`config.mk`:
```
export PLATFORM = sky130hd
export DESIGN_NAME = nv_byte_access
export DESIGN_NICKNAME = d
export VERILOG_FILES = /design/src/rtl/nv_access_pkg.sv /design/src/rtl/nv_array_if.sv /design/src/rtl/nv_store_array.sv /design/src/rtl/nv_prog_timer.sv /design/src/rtl/nv_byte_access.sv
export VERILOG_INCLUDE_DIRS = /design/src /design/src/rtl
export SDC_FILE = /design/constraint.sdc
export NUM_CORES = 1
export LEC_CHECK = 0
export BUFFER_PORTS_ARGS = -buffer_cell sky130_fd_sc_hd__buf_2
export CAP_MARGIN = 20
export CORE_MARGIN = 2
export CORE_UTILIZATION = 40
export CTS_BUF_LIST = sky130_fd_sc_hd__clkbuf_4
export CTS_CLUSTER_DIAMETER = 100
export DETAILED_ROUTE_END_ITERATION = 10
export PLACE_DENSITY = 0.68
export SETUP_SLACK_MARGIN = 0.02
export SYNTH_ARGS = -nofsm -noshare
export SYNTH_HDL_FRONTEND = slang
export SYNTH_SLANG_ARGS = --single-unit
```
`constraint.sdc`:
```
create_clock -name clk_sys -period 2.05 [get_ports clk_sys]
set_input_delay 0.1025 -clock clk_sys [delete_from_list [all_inputs] [get_ports clk_sys]]
set_output_delay 0.1025 -clock clk_sys [all_outputs]
set_load 0.02 [all_outputs]
```
`src/rtl/nv_access_cfg.svh`:
```
// Constants for the non-volatile byte access block.
// Included by the package and by each design file but the array interface; definitions only.
`ifndef NV_ACCESS_CFG_SVH
`define NV_ACCESS_CFG_SVH
`define NV_DEPTH 64
`define NV_AW 6
`define NV_DW 8
`define NV_PTR_ADDR 8'h1E
`define NV_VAL_ADDR 8'h1F
`define NV_CTL_ADDR 8'h40
`define NV_CTL_BANK 1'b1
`define NV_DATA_BANK 1'b0
`define CTL_PROG_EN 3
`define CTL_PROG_GO 2
`define CTL_READ_EN 1
`define CTL_READ_GO 0
`define NV_RST_BYTE 8'h00
`define NV_RST_PTR 6'h00
`define NV_READ_CYCLES 4'h4
`define NV_CNT_W 4
`define NV_ZERO_CNT 4'h0
`define NV_ONE_CNT 4'h1
`define NV_TWO_CNT 4'h2
`define PROG_TIME_NS 2000
`define CLK_PERIOD_NS 4
`define PROG_TICKS_DEFAULT 16'h0100
`define PROG_TMR_W 16
`endif

```
`src/rtl/nv_access_pkg.sv`:
```
// Types shared by the non-volatile byte access design files.
// Assumes nv_access_cfg.svh sits on the include path.
`include "nv_access_cfg.svh"
package nv_access_pkg;
  typedef enum logic [1:0] {
    st_idle,
    st_read,
    st_prog
  } nv_state_t;
  typedef logic [`NV_AW-1:0] nv_addr_t;
  typedef logic [`NV_DW-1:0] nv_byte_t;
endpackage : nv_access_pkg

```
`src/rtl/nv_array_if.sv`:
```
// Carrier between the access controller and the storage array.
// Assumes both ends share clk_sys.
`timescale 1ns/100ps
interface nv_array_if;
  import nv_access_pkg::*;
  logic rd_stb;
  logic wr_stb;
  nv_addr_t addr;
  nv_byte_t wdata;
  nv_byte_t rdata;
  modport ctrl (output rd_stb, output wr_stb, output addr, output wdata, input rdata);
  modport mem (input rd_stb, input wr_stb, input addr, input wdata, output rdata);
endinterface : nv_array_if

```
`src/rtl/nv_store_array.sv`:
```
// The 64x8 byte store itself, one byte per access.
// Assumes strobes from the controller; contents undefined after power-up.
`timescale 1ns/100ps
`include "nv_access_cfg.svh"
module nv_store_array
  import nv_access_pkg::*;
(
  input wire logic clk_sys,
  nv_array_if.mem bus
);
  nv_byte_t mem_q [`NV_DEPTH];
  nv_byte_t rdata_q;

  always_ff @(posedge clk_sys) begin
    if (bus.wr_stb) begin
      mem_q[bus.addr] <= bus.wdata;
    end
    if (bus.rd_stb) begin
      rdata_q <= mem_q[bus.addr];
    end
  end
  assign bus.rdata = rdata_q;
endmodule : nv_store_array

```
`src/rtl/nv_prog_timer.sv`:
```
// Program-cycle timer; stands in for a free-running timer unrelated to the
// system clock, so the cycle count seen by software is not to be relied on.
`timescale 1ns/100ps
`include "nv_access_cfg.svh"
module nv_prog_timer #(
  parameter logic [`PROG_TMR_W-1:0] TICKS = `PROG_TICKS_DEFAULT
) (
  input wire logic clk_sys,
  input wire logic rst_n,
  input wire logic start,
  output logic done
);
  logic [`PROG_TMR_W-1:0] cnt_q, cnt_d;
  logic run_q, run_d;
  logic done_q, done_d;

  always_comb begin
    cnt_d = cnt_q;
    run_d = run_q;
    done_d = 1'b0;
    if (start && !run_q) begin
      run_d = 1'b1;
      cnt_d = TICKS;
    end else if (run_q) begin
      if (cnt_q <= {{(`PROG_TMR_W-1){1'b0}}, 1'b1}) begin
        run_d = 1'b0;
        done_d = 1'b1;
      end else begin
        cnt_d = cnt_q - {{(`PROG_TMR_W-1){1'b0}}, 1'b1};
      end
    end
  end

  always_ff @(posedge clk_sys or negedge rst_n) begin
    if (!rst_n) begin
      cnt_q <= '0;
      run_q <= 1'b0;
      done_q <= 1'b0;
    end else begin
      cnt_q <= cnt_d;
      run_q <= run_d;
      done_q <= done_d;
    end
  end
  assign done = done_q;
endmodule : nv_prog_timer

```
`src/rtl/nv_byte_access.sv`:
```
// Access controller for the 64x8 non-volatile data array.
// Assumes the core presents one special-register access per cycle with
// the bank already resolved (indirect accesses arrive with sfr_bank).
`timescale 1ns/100ps
`include "nv_access_cfg.svh"

// Overview of operation
// - 64 bytes, addresses 0 to 63
// - One byte per access; bank decoded for control only
// - Control register only at bank 1, 40H
// - Pointer six bits, upper bits read zero
// - Value register eight bits, cleared at reset
// - Control bits 3..0, upper read zero
// - Program blocked while program permit low
// - Program start self-clears at completion
// - Program start ignored without prior permit
// - Read blocked while fetch permit low
// - Read start self-clears at completion
// - Read start ignored without prior permit
// - Fetched byte lands in value register
// - Fetched byte held until next operation
// - Program cycle timed by independent timer
// - Program completion raises done and multi-function flags
module nv_byte_access
  import nv_access_pkg::*;
#(
  parameter logic [`PROG_TMR_W-1:0] PROG_TICKS = `PROG_TICKS_DEFAULT
) (
  input wire logic clk_sys,
  input wire logic rst_n,
  input wire logic sfr_wr,
  input wire logic sfr_rd,
  input wire logic [7:0] sfr_addr,
  input wire logic sfr_bank,
  input wire logic [7:0] sfr_wdata,
  input wire logic done_flag_clr,
  output logic [7:0] sfr_rdata,
  output logic sfr_hit,
  output logic nv_done_flag,
  output logic multi_func_flag
);
  nv_array_if arr ();
  logic prog_done;

  nv_store_array u_array (
    .clk_sys(clk_sys),
    .bus(arr.mem)
  );

  nv_prog_timer #(.TICKS(PROG_TICKS)) u_timer (
    .clk_sys(clk_sys),
    .rst_n(rst_n),
    .start(arr.wr_stb),
    .done(prog_done)
  );

  nv_state_t state_q, state_d;
  nv_addr_t ptr_q, ptr_d;
  nv_byte_t val_q, val_d;
  logic prog_en_q, prog_en_d, prog_go_q, prog_go_d;
  logic read_en_q, read_en_d, read_go_q, read_go_d;
  logic [`NV_CNT_W-1:0] cnt_q, cnt_d;
  logic rd_stb_q, rd_stb_d, wr_stb_q, wr_stb_d;
  logic done_q, done_d, mf_q, mf_d;
  logic [7:0] rdata_q, rdata_d;
  logic hit_q, hit_d;
  logic wr_ptr, wr_val, wr_ctl, busy;

  // Pointer/value decoded in either bank; control only in bank 1
  assign wr_ptr = sfr_wr && (sfr_addr == `NV_PTR_ADDR);
  assign wr_val = sfr_wr && (sfr_addr == `NV_VAL_ADDR);
  assign wr_ctl = sfr_wr && (sfr_addr == `NV_CTL_ADDR) && (sfr_bank == `NV_CTL_BANK);
  assign busy = (state_q != st_idle);

  always_comb begin
    state_d = state_q;
    ptr_d = ptr_q;
    val_d = val_q;
    prog_en_d = prog_en_q;
    prog_go_d = prog_go_q;
    read_en_d = read_en_q;
    read_go_d = read_go_q;
    cnt_d = cnt_q;
    rd_stb_d = 1'b0;
    wr_stb_d = 1'b0;
    // Address and data frozen while a cycle runs
    if (wr_ptr && !busy) begin
      ptr_d = sfr_wdata[`NV_AW-1:0];
    end
    if (wr_val && !busy) begin
      val_d = sfr_wdata;
    end
    if (wr_ctl) begin
      prog_en_d = sfr_wdata[`CTL_PROG_EN];
      read_en_d = sfr_wdata[`CTL_READ_EN];
    end
    case (state_q)
      st_idle: begin
        // Enables must already be high: permit is the stored value
        if (wr_ctl && sfr_wdata[`CTL_PROG_GO] && prog_en_q) begin
          prog_go_d = 1'b1;
          wr_stb_d = 1'b1;
          state_d = st_prog;
        end else if (wr_ctl && sfr_wdata[`CTL_READ_GO] && read_en_q) begin
          read_go_d = 1'b1;
          cnt_d = `NV_READ_CYCLES;
          state_d = st_read;
        end
      end
      st_read: begin
        // Array output is registered: strobe two edges ahead of the load
        if (cnt_q == `NV_TWO_CNT) begin
          rd_stb_d = 1'b1;
        end
        if (cnt_q == `NV_ZERO_CNT) begin
          val_d = arr.rdata;
          read_go_d = 1'b0;
          state_d = st_idle;
        end else begin
          cnt_d = cnt_q - `NV_ONE_CNT;
        end
      end
      st_prog: begin
        if (prog_done) begin
          prog_go_d = 1'b0;
          state_d = st_idle;
        end
      end
      default: begin
        state_d = st_idle;
      end
    endcase
  end

  always_comb begin
    // Set beats clear for the completion flags
    done_d = done_q;
    mf_d = mf_q;
    if (done_flag_clr) begin
      done_d = 1'b0;
      mf_d = 1'b0;
    end
    if (prog_done) begin
      done_d = 1'b1;
      mf_d = 1'b1;
    end
    rdata_d = 8'h00;
    hit_d = 1'b0;
    if (sfr_rd) begin
      if (sfr_addr == `NV_PTR_ADDR) begin
        rdata_d = {2'h0, ptr_q};
        hit_d = 1'b1;
      end else if (sfr_addr == `NV_VAL_ADDR) begin
        rdata_d = val_q;
        hit_d = 1'b1;
      end else if (sfr_addr == `NV_CTL_ADDR && sfr_bank == `NV_CTL_BANK) begin
        rdata_d = {4'h0, prog_en_q, prog_go_q, read_en_q, read_go_q};
        hit_d = 1'b1;
      end
    end
  end

  always_ff @(posedge clk_sys or negedge rst_n) begin
    if (!rst_n) begin
      state_q <= st_idle;
      ptr_q <= `NV_RST_PTR;
      val_q <= `NV_RST_BYTE;
      prog_en_q <= 1'b0;
      prog_go_q <= 1'b0;
      read_en_q <= 1'b0;
      read_go_q <= 1'b0;
      cnt_q <= `NV_ZERO_CNT;
      rd_stb_q <= 1'b0;
      wr_stb_q <= 1'b0;
      done_q <= 1'b0;
      mf_q <= 1'b0;
      rdata_q <= 8'h00;
      hit_q <= 1'b0;
    end else begin
      state_q <= state_d;
      ptr_q <= ptr_d;
      val_q <= val_d;
      prog_en_q <= prog_en_d;
      prog_go_q <= prog_go_d;
      read_en_q <= read_en_d;
      read_go_q <= read_go_d;
      cnt_q <= cnt_d;
      rd_stb_q <= rd_stb_d;
      wr_stb_q <= wr_stb_d;
      done_q <= done_d;
      mf_q <= mf_d;
      rdata_q <= rdata_d;
      hit_q <= hit_d;
    end
  end

  assign arr.rd_stb = rd_stb_q;
  assign arr.wr_stb = wr_stb_q;
  assign arr.addr = ptr_q;
  assign arr.wdata = val_q;
  assign sfr_rdata = rdata_q;
  assign sfr_hit = hit_q;
  assign nv_done_flag = done_q;
  assign multi_func_flag = mf_q;
endmodule : nv_byte_access

```
==> results of run 1 <==
[metrics by stage]
step                      util [%]  cells
final                         53.6   2703
after global routing          53.6   2702
after CTS                     52.5   2675
after detailed placement      46.6   2355
after global placement        46.6   2355
after floorplan                  -   1388
[timing repair]
item / CTS / global route
hold endpoints to repair: 89 / 0
buffers inserted: 20 / 21
hold buffers: 42 / 0
pin swaps: 26 / 29
cloned: 2 / 1
gates resized for setup: 200 / 80
setup endpoints to repair: 521 / 515
[routing by layer]
metal	up-vias	wire [um]
met5	-	0
met4	0	2330
met3	161	6250
met2	823	31600
met1	7551	26200
li1	6522	-
[tightest hold or removal path, cell delays in order]
cell,delay [ns]
dlygate4sd3_1,0.53
buf_2,0.22
and4_1,0.20
[sequential cells by signal, indices dropped and copies added, names as in the netlist]
register and count:
arr.addr 6, arr.rd_stb 1, arr.wdata 8, arr.wr_stb 1, cnt_q 4, multi_func_flag 1, prog_en_q 1, prog_go_q 1
read_en_q 1, read_go_q 1, sfr_hit 1, sfr_rdata 8, state_q 2, u_array.bus.rdata 8, u_array.mem_q 512, u_timer.cnt_q 16
u_timer.done 1, u_timer.run_q 1
[cell usage in the layout, fill, tap and decap left out, types with 8 or more instances in the layout]
cell type / n
dfrtp_2: 10
buf_4: 174
nor2_4: 58
dfrtp_1: 41
buf_6: 34
o21ai_0: 43
buf_8: 26
mux2_2: 30
nor3_1: 8
o211ai_1: 15
dlygate4sd3_1: 40
a21oi_2: 12
nand2_1: 51
a22o_1: 11
nor2_1: 53
a21oi_1: 33
clkbuf_4: 222
a22oi_1: 32
edfxtp_1: 520
nand3_1: 10
mux4_2: 38
o21ai_1: 16
a221oi_2: 11
a22oi_2: 8
buf_12: 64
mux2i_1: 97
buf_2: 32
a221oi_1: 14
clkinv_1: 19
inv_1: 11
o22ai_1: 24
[cell type report]
type                            instances  area (um^2)  area share (%)
Antenna cell                            6         15.0          0.0496
Clock buffer                          222         1670            5.50
Clock inverter                         35          224           0.740
Inverter                               13         52.6           0.174
Multi-Input combinational cell        720         6310            20.8
Sequential cell                       574        17000            56.1
Tap cell                              756          946            3.12
Timing Repair Buffer                  377         4080            13.5
[cell usage after synthesis (22+ instances only)]
master	n	share of area (%)
nor2_1	118	1.9
dfrtp_1	54	5.9
a21oi_1	45	0.98
buf_2	27	0.59
a221oi_1	22	0.84
o21ai_0	57	1.2
nand2_1	59	0.97
mux2_2	30	1.5
a22oi_1	39	1.3
mux2i_1	103	4.5
clkbuf_1	26	0.43
edfxtp_1	520	68
mux4_2	38	3.7
o22ai_1	28	0.76
[path summary, 6_finish.rpt]
check                                        to  depth (start not counted)  slack [ns]         startpoint
min                                sfr_rdata[7]                          3        0.09        sfr_addr[0]
min reg2reg                   u_timer.cnt_q[15]                          1        0.48  u_timer.cnt_q[15]
min in group asynchronous              cnt_q[2]                          4        0.23              rst_n
max                        u_array.bus.rdata[4]                          9       -0.46        arr.addr[0]
max in group asynchronous          arr.wdata[5]                          6        0.84              rst_n
max reg2reg                u_array.bus.rdata[4]                          9       -0.46        arr.addr[0]
[cell families (layout without fill, tap and decap cells)]
kind of cell / Yosys count / after routing
XOR/XNOR: 5 / 5
flip-flops: 574 / 574
AO/OA/AOI/OAI: 274 / 274
buffers and inverters: 94 / 647
adder cells (fa/ha/maj): 4 / 4
other: 0 / 6
multiplexers: 172 / 172
AND/OR/NAND/NOR: 265 / 265
[power breakdown]
part	internal [mW]	switching (mW)	total [mW]
registers	12.7	0.0377	12.8
clock network	5.31	4.65	9.96
logic	0.901	1.08	1.98
==> key figures, run 1 <==
CTS
  – Num CTS Buffers: 147
  – Clock Tree Buf Depth: 3
  – Clock Tree Root: clkbuf_4
  – Clk sinks: 574
  – Clk_lat worst skew: 1.01 ns
  – Clk slew on worst S/H paths: 0.07 ns
  – CTS tree: built
  – H-tree levels: 4

Critical path
  – CP peak stage delay: 0.52 ns
  – Slowest-stage cell, CP: dfrtp_4
  – Critical path class: reg -> reg
  – Critical path cell sequence: buf_12 > buf_12 > buf_16 > mux2i_1 > buf_4 > o211ai_1 > a21oi_2 > o22ai_1 > or4_1
  – Critical Path AT: 3.23 ns
  – WP buf/inv: 4
  – Top cell by count, worst path: buf_12
  – Top delay family on crit path: buffers and inverters
  – Critical Path Start Type: flop
  – Worst path required time: 2.77 ns
  – Setup crit end kind: flop
  – CP max FO: 9

Global route
  – GRT busiest layer: met2
  – M3 GR Usage: 6.73%
  – Initial antenna violation count: 2
  – M1 GR Usage: 28.9%
  – GRT overflow: 0
  – Largest net degree at the start of global routing: 67
  – Global-route wire length before repair: 98.1 mm
  – Vias in the first global route: 15300
  – GR Util met2: 35.8%
  – GRT Util Overall: 22.5%

Synthesis
  – Largest family of logic cells by synthesized area: multiplexers
  – Synth unique cells: 71
  – Asr flop ratio synth: 9.41%
  – Syn_nets: 1414
  – Seq/Total Area, Yosys: 73.9%
  – Adder-cell share of the synthesized area: 0.218%
  – Syn Inst Count: 1388
  – #FFs+latches synth: 574
  – Mapped Area: 22900 um^2
  – Top FF cell, synth: edfxtp_1
  – EDFF count, synth: 520
  – Compound-Gate Fraction of Synth Area: 8.13%
  – XOR/XNOR Fraction of Synth Area: 0.191%
  – Mapped Avg Cell Area: 16.5 um^2
  – Synth Warn #: 0
  – Simple-Gate Fraction of Synth Area: 5.44%
  – Mux contribution to synthesized area: 9.76%

Power
  – VDD IR max: 0.459 mV
  – Leak: 11.0 nW
  – Power Total: 24.7 mW
  – Cell Pwr Density: 816 nW/um^2

STA
  – Slew HR: 52.4%
  – Fin Clk Skew: 0.0559 ns
  – Slew Limit Fails: 0
  – Fin crit period: 2.51 ns
  – Min setup slack post-route: -0.459 ns
  – Top achievable clock speed: 399 MHz
  – Fin. Hold Viols: 0
  – Hold WS: 0.0886 ns
  – Setup TNS: -54.78 ns
  – Worst Tran Pin Value: 0.712 ns
  – Tcrit/Tclk final: 122%
  – # setup viols final: 434
  – RSZ-0062 raised after global routing: yes

Cells and area
  – Final Instance Area: 30300 um^2
  – Nets: 1859
  – Share of cells above drive strength 1: 41.6%
  – Fillers: 4389
  – Area Overhead vs Synth: 32.0%

Outcome
  – Failing checks: negative setup slack
  – Outcome: finished with violations

Detailed routing
  – Via density: 5.57
  – Routed Wire Length: 66.3 mm
  – DR WL/cell: 24.5 um
  – Vias: 15100
  – Detail Route Antenna Nets: 0
  – Drt pass-1 iters: 7
  – Post-route DRC: 0
  – Initial DRC count: 1805

Die
  – Die Width: 243 um
  – Core area: 56500 um^2
  – Io pins: 33
  – Initial core utilization: 40.6%
  – Site row count: 87
  – Die area: 59300 um^2
  – Die H: 243 um

Placed design
  – DP HPWL: 41.3 mm
  – Placed cell area: 26300 um^2
  – Final GP Congestion: 0.940
  – DP Worst Slack: -0.695 ns
  – PortBufs: 32

Run
  – Max Cap Viol: 0

Min path
  – Hold Crit Class: in -> reg
Note: power is estimated with default switching activity, not from simulation.
==> run 2: changes to the inputs <==
CORE_MARGIN = unset   (was 2)
==> key figures, run 2 (synthesis results as in run 1) <==
Outcome
  – Outcome: finished with violations
  – Failing checks: negative setup slack

Detailed routing
  – Post-route DRC: 0
  – DR WL/cell: 24.3 um
  – Via density: 5.56
  – Vias: 15100
  – Drt pass-1 iters: 5
  – Initial DRC count: 1525
  – Routed Wire Length: 66.1 mm
  – Detail Route Antenna Nets: 0

Critical path
  – Cell count along the critical path: 10
  – Critical path class: reg -> reg
  – R2R Setup Slk: -0.57 ns
  – CP peak stage delay: 0.51 ns
  – Reg2reg start: arr.addr[0]
  – Top delay family on crit path: buffers and inverters
  – Critical Path AT: 3.23 ns
  – CP Launch Point: arr.addr[0]
  – Setup crit end kind: flop
  – CP max FO: 8
  – Worst path required time: 2.66 ns
  – Critical Path Start Type: flop
  – Critical path cell sequence: buf_12 > buf_16 > buf_12 > buf_6 > mux4_2 > mux2i_1 > buf_4 > o22ai_2 > nor2_1 > nand4_1
  – WP buf/inv: 5
  – Slowest-stage cell, CP: dfrtp_4
  – Top cell by count, worst path: buf_12
  – Worst setup path endpoint: u_array.bus.rdata[3]
  – Crit Reg-Reg Endpoint: u_array.bus.rdata[3]
  – Worst r2r path cells: 10

STA
  – Fin crit period: 2.62 ns
  – Fin. Hold Viols: 0
  – Slew HR: 59.5%
  – RSZ-0062 raised after global routing: yes
  – Tcrit/Tclk final: 128%
  – Top achievable clock speed: 382 MHz
  – Hold WS: 0.110 ns
  – # setup viols final: 153
  – Fin Clk Skew: 0.0695 ns
  – Slew Limit Fails: 0
  – Min setup slack post-route: -0.568 ns
  – Worst Tran Pin Value: 0.608 ns

CTS
  – Clk slew on worst S/H paths: 0.07 ns
  – Clock Tree Root: clkbuf_4
  – Num CTS Buffers: 145
  – CTS tree: built
  – Clk_lat worst skew: 0.96 ns
  – Clk sinks: 574
  – H-tree levels: 4
  – Clock Tree Buf Depth: 3

Power
  – Cell Pwr Density: 819 nW/um^2
  – Leak: 11.1 nW
  – Sw Pwr: 5.72 mW
  – Pint: 19.1 mW
  – Clock Power Share: 40.3%
  – VDD IR max: 0.415 mV
  – Power Total: 24.9 mW
  – Comb pwr share: 8.3%
  – Sequential power share: 51.4%
  – Sw frac: 23.0%

Cells and area
  – Reg area: 17000 um^2
  – Final Instance Area: 30300 um^2
  – Share of cells above drive strength 1: 41.6%
  – Commonest non-fill, non-tap cell in the layout: edfxtp_1
  – Fillers: 4331
  – Multi-input gate area: 6250 um^2
  – Biggest register: u_array.mem_q
  – Most frequent cells in the layout: edfxtp_1 (520), clkbuf_4 (202), buf_4 (197)
  – Max FFs per register: 512
  – Largest regs: u_array.mem_q (512), u_timer.cnt_q (16)
  – Area Overhead vs Synth: 32.3%
  – Nets: 1879

Run
  – Max Cap Viol: 0

Placed design
  – Final GP Congestion: 0.942
  – DP Worst Slack: -0.707 ns
  – PortBufs: 32
  – Placed cell area: 26400 um^2
  – DP HPWL: 41.1 mm

Global route
  – Largest net degree at the start of global routing: 67
  – Initial antenna violation count: 2
  – Global-route wire length before repair: 96.4 mm
  – Vias in the first global route: 15000
  – GRT overflow: 0
  – GRT Util Overall: 23.1%

Die
  – Io pins: 33
  – Die H: 241 um
  – Site row count: 87
  – Core area: 56500 um^2
  – Die area: 58300 um^2
  – Die Width: 241 um
  – Initial core utilization: 40.6%

Min path
  – Hold Crit Class: in -> reg
run 2: cell types whose count changed in the layout (fill, tap and decap cells not counted), sizes merged:
cell,previous run,this run
bufinv,3,7
clkinv,24,37
dlymetal6s4s,2,0
buf,334,357
clkinvlp,3,1
dlygate4sd3,40,41
diode,6,2
clkbuf,223,203
inv,18,16
run 2: worst min-delay path by stage:
stage                           start               to  slack (ns)  cells past startpoint
final                     sfr_addr[1]     arr.wdata[4]        0.11                      7
after global routing      sfr_addr[7]     arr.wdata[4]        0.07                      7
after CTS                 sfr_addr[0]     sfr_rdata[7]        0.02                      3
after detailed placement        rst_n  multi_func_flag      -0.008                      1
after global placement          rst_n  multi_func_flag       -0.01                      1
after floorplan                 rst_n      arr.addr[0]       -0.19                      0
run 2: routing by layer:
metal	vias to the layer above	GRT usage (%)	wire (um)
li1	6548	-	-
met1	7574	29.9	26500
met2	799	35.9	31100
met3	156	6.85	6200
met4	0	10.2	2290
met5	-	0	0
run 2: per-stage QoR:
step / TNS (ns) / utilization (%) / instances
6_report: -13.38 / 53.7 / 2714
5_1_grt: -18.13 / 53.7 / 2714
3_5_place_dp: -26.49 / 46.7 / 2357
4_1_cts: -12.01 / 51.9 / 2671
2_1_floorplan: -31.39 / - / 1388
3_3_place_gp: -30.49 / 46.7 / 2357
run 2: worst min-delay path, cell delays in order:
cell	delay, ns
buf_2	0.10
nand4_1	0.08
nor3_2	0.06
buf_4	0.14
nand4_2	0.27
mux2i_1	0.11
o21ai_0	0.14
run 2: layout make-up:
type	instances	share of cell area [%]
diodes	2	0.0165
clock buffers	202	5.00
clock inverters	48	1.25
inverters	13	0.173
multi-input cells	720	20.6
flip-flops and latches	574	56.0
well taps	756	3.12
repair buffers	399	13.9
run 2: power groups by stage:
stage	Sequential, mW	Clock, mW	Combinational, mW
after detailed placement	13.0	0	1.62
after floorplan	13.1	0	0.809
after CTS	12.8	10.2	1.83
after global routing	12.8	10.8	2.15
after global placement	13.0	0	1.59
final	12.8	10.0	2.07
run 2: repair_timing:
| action | 4_1_cts | 5_1_grt |
|---|---|---|
| pin swaps | 17 | 42 |
| hold buffers | 38 | 6 |
| setup buffers | 25 | 37 |
| setup endpoints to repair | 396 | 422 |
| cloned | 1 | 1 |
| endpoints found under the hold margin | 89 | 23 |
| resized for setup | 86 | 145 |
==> run 3: changes to the inputs <==
GPL_TIMING_DRIVEN = 0   (was unset)
SLEW_MARGIN = 20   (was unset)
SYNTH_HIERARCHICAL = 1   (was unset)
==> key figures, run 3 <==
Outcome
  – Outcome: finished with violations
  – Failing checks: negative setup slack

Detailed routing
  – Initial DRC count: 2161
  – Routed Wire Length: 70.3 mm
  – Vias: 15400
  – DR WL/cell: 27.0 um
  – Via density: 5.93
  – Detail Route Antenna Nets: 0
  – Drt pass-1 iters: 8
  – Post-route DRC: 0

Run
  – Max Cap Viol: 0

Synthesis
  – Mapped Avg Cell Area: 16.4 um^2
  – Leading post-synthesis cells by cell area: edfxtp_1 (67%), dfrtp_1 (5.8%), mux4_2 (4.0%)
  – Top FF cell, synth: edfxtp_1
  – Synth unique cells: 75
  – Yosys top cell by area: edfxtp_1
  – Mapped Area: 23300 um^2
  – Most common cell in the netlist: edfxtp_1
  – Seq/Total Area, Yosys: 72.9%
  – Post-synth top cells: edfxtp_1 (520), nor2_1 (103), mux2i_1 (77)
  – Asr flop ratio synth: 9.41%
  – Synth top area share: 67.1%
  – Synth Warn #: 6
  – Syn_nets: 1447
  – EDFF count, synth: 520
  – Syn Inst Count: 1421
  – #FFs+latches synth: 574

CTS
  – Clk sinks: 574
  – Clock Tree Buf Depth: 3
  – Clk_lat worst skew: 0.90 ns
  – Clk slew on worst S/H paths: 0.07 ns
  – H-tree levels: 4
  – CTS tree: built
  – Clock Tree Root: clkbuf_4
  – Num CTS Buffers: 147

Min path
  – Hold endpoint: arr.addr[0]
  – Hold Crit Class: in -> reg
  – Hold_sp: sfr_wdata[0]
  – Hold path cells: 3

Critical path
  – CP peak stage delay: 0.62 ns
  – Critical Path Start Type: flop
  – Crit Reg-Reg Endpoint: u_array/bus.rdata[0]
  – Critical Path AT: 3.55 ns
  – Reg2reg start: arr.addr[1]
  – Worst r2r path cells: 8
  – CP max FO: 10
  – Slowest-stage cell, CP: o32ai_1
  – Worst path required time: 2.81 ns
  – WP buf/inv: 3
  – Critical path class: reg -> reg
  – Setup crit end kind: flop
  – R2R Setup Slk: -0.74 ns
  – Critical path cell sequence: buf_12 > buf_8 > nor2_1 > buf_4 > a221oi_1 > o32ai_1 > nor4_4 > nand4_1
  – Top delay family on crit path: compound AO/OA/AOI/OAI gates

STA
  – # setup viols final: 529
  – Top achievable clock speed: 358 MHz
  – Min setup slack post-route: -0.744 ns
  – RSZ-0062 raised after global routing: yes
  – Hold WS: 0.0600 ns
  – Worst Tran Pin Value: 0.947 ns
  – Fin crit period: 2.79 ns
  – Fin. Hold Viols: 0
  – Fin Clk Skew: 0.0587 ns
  – Tcrit/Tclk final: 136%
  – Slew HR: 36.4%
  – Setup TNS: -120.17 ns
  – Slew Limit Fails: 0

Power
  – Clock Power Share: 39.8%
  – Pint: 18.3 mW
  – Sw Pwr: 5.64 mW
  – Cell Pwr Density: 812 nW/um^2
  – Sequential power share: 53.9%
  – Sw frac: 23.5%
  – Comb pwr share: 6.3%
  – VDD IR max: 0.402 mV
  – Leak: 9.91 nW

Cells and area
  – Commonest non-fill, non-tap cell in the layout: edfxtp_1
  – Max FFs per register: 512
  – Most frequent cells in the layout: edfxtp_1 (520), clkbuf_4 (217), mux2i_1 (68), buf_4 (68), nor2_4 (64)
  – Biggest register: u_array/mem_q
  – Multi-input gate area: 6810 um^2
  – Share of cells above drive strength 1: 36.9%
  – Reg area: 17000 um^2
  – Fillers: 4584
  – Nets: 1767
  – Area Overhead vs Synth: 26.6%
  – Largest regs: u_array/mem_q (512), u_timer/cnt_q (16)

Global route
  – GRT Util Overall: 23.6%
  – Global-route wire length before repair: 101 mm
  – Initial antenna violation count: 4
  – GRT overflow: 0
  – Largest net degree at the start of global routing: 67
  – Vias in the first global route: 15300

Die
  – Io pins: 33
  – Initial core utilization: 40.4%
  – Site row count: 88
  – Die H: 243 um
  – Die Width: 243 um
  – Core area: 57600 um^2
  – Die area: 59200 um^2

Placed design
  – DP HPWL: 42.7 mm
  – Final GP Congestion: 0.991
  – PortBufs: 32
[run 3: changes by cell type after synthesis, sizes merged, moves of 14 or more]
cell    delta
a31oi     +15
nand2b    +24
o21ai     -44
and3      +14
clkbuf    +14
mux2i     -26
nor2      -15
[run 3: power by group through the flow]
stage	Clock, mW	Combinational (mW)	Sequential (mW)
floorplan	0	0.659	13.1
global placement	0	1.08	13.2
detailed placement	0	1.16	13.2
CTS	9.67	1.38	12.9
global route	10.3	1.54	12.9
finish	9.52	1.51	12.9
[run 3: cell families after synthesis]
logic type / after synthesis / share of synthesized area [%]
and+or+nand+nor: 321 / 7.64
muxes: 142 / 8.44
AOI/OAI and AO/OA: 275 / 8.57
buffers and inverters: 104 / 2.19
adders and majority gates: 4 / 0.215
DFF: 574 / 72.9
xor gates and xnor gates: 1 / 0.0376
[run 3: area by class of cell]
cell class                      instances  area share [%]
Tap cell                              765            3.25
Inverter                               13           0.166
Multi-Input combinational cell        743            23.1
Timing Repair Buffer                  175            6.40
Clock inverter                         33           0.777
Antenna cell                            3          0.0255
Clock buffer                          208            5.30
Buffer                                 87            3.30
Sequential cell                       574            57.7
[run 3: worst register-to-register path: stages (launching register included)]
cell and delay [ns]:
dfrtp_2 0.48, buf_12 0.19, buf_8 0.16, nor2_1 0.47
buf_4 0.38, a221oi_1 0.15, o32ai_1 0.62, nor4_4 0.12
nand4_1 0.10
[run 3: per-stage QoR]
| step | setup WS, ns | util [%] | cell area [um^2] | power (mW) | std cells |
|---|---|---|---|---|---|
| final | -0.744 | 51.2 | 29500 | 23.9 | 2601 |
| after global routing | -0.699 | 51.2 | 29500 | 24.8 | 2600 |
| after CTS | -0.643 | 50.2 | 28900 | 24.0 | 2575 |
| after detailed placement | -1.47 | 43.7 | 25200 | 14.3 | 2222 |
| after global placement | -1.42 | 43.5 | 25100 | 14.3 | 2218 |
| after floorplan | -0.149 | - | 24000 | 13.8 | 1421 |
[run 3: how the worst max path moves through the flow]
stage,start,to,slack [ns],cells after the start
3_5_place_dp,arr.addr[1],u_array/bus.rdata[4],-1.47,10
3_3_place_gp,arr.addr[0],u_array/bus.rdata[4],-1.42,8
4_1_cts,arr.addr[1],u_array/bus.rdata[4],-0.64,10
5_1_grt,arr.addr[1],u_array/bus.rdata[6],-0.70,8
2_1_floorplan,arr.addr[1],u_array/bus.rdata[7],-0.15,6
6_report,arr.addr[1],u_array/bus.rdata[0],-0.74,8
[run 3: timing repair]
item                                    4_1_cts  5_1_grt
gates cloned                                  1        3
endpoints found under the hold margin        89        0
endpoints found under the setup margin      521      541
gates resized for setup                     175       67
hold buffers                                 35        0
setup buffers                                80       20
pin swaps                                    44       40
[run 3: metal layers]
| metal | vias to the layer above | track usage, % | routed length, um |
|---|---|---|---|
| li1 | 6438 | - | - |
| met1 | 7747 | 30.3 | 26400 |
| met2 | 1001 | 36.0 | 32100 |
| met3 | 227 | 6.93 | 8180 |
| met4 | 0 | 12.4 | 3570 |
| met5 | - | 0 | 0 |
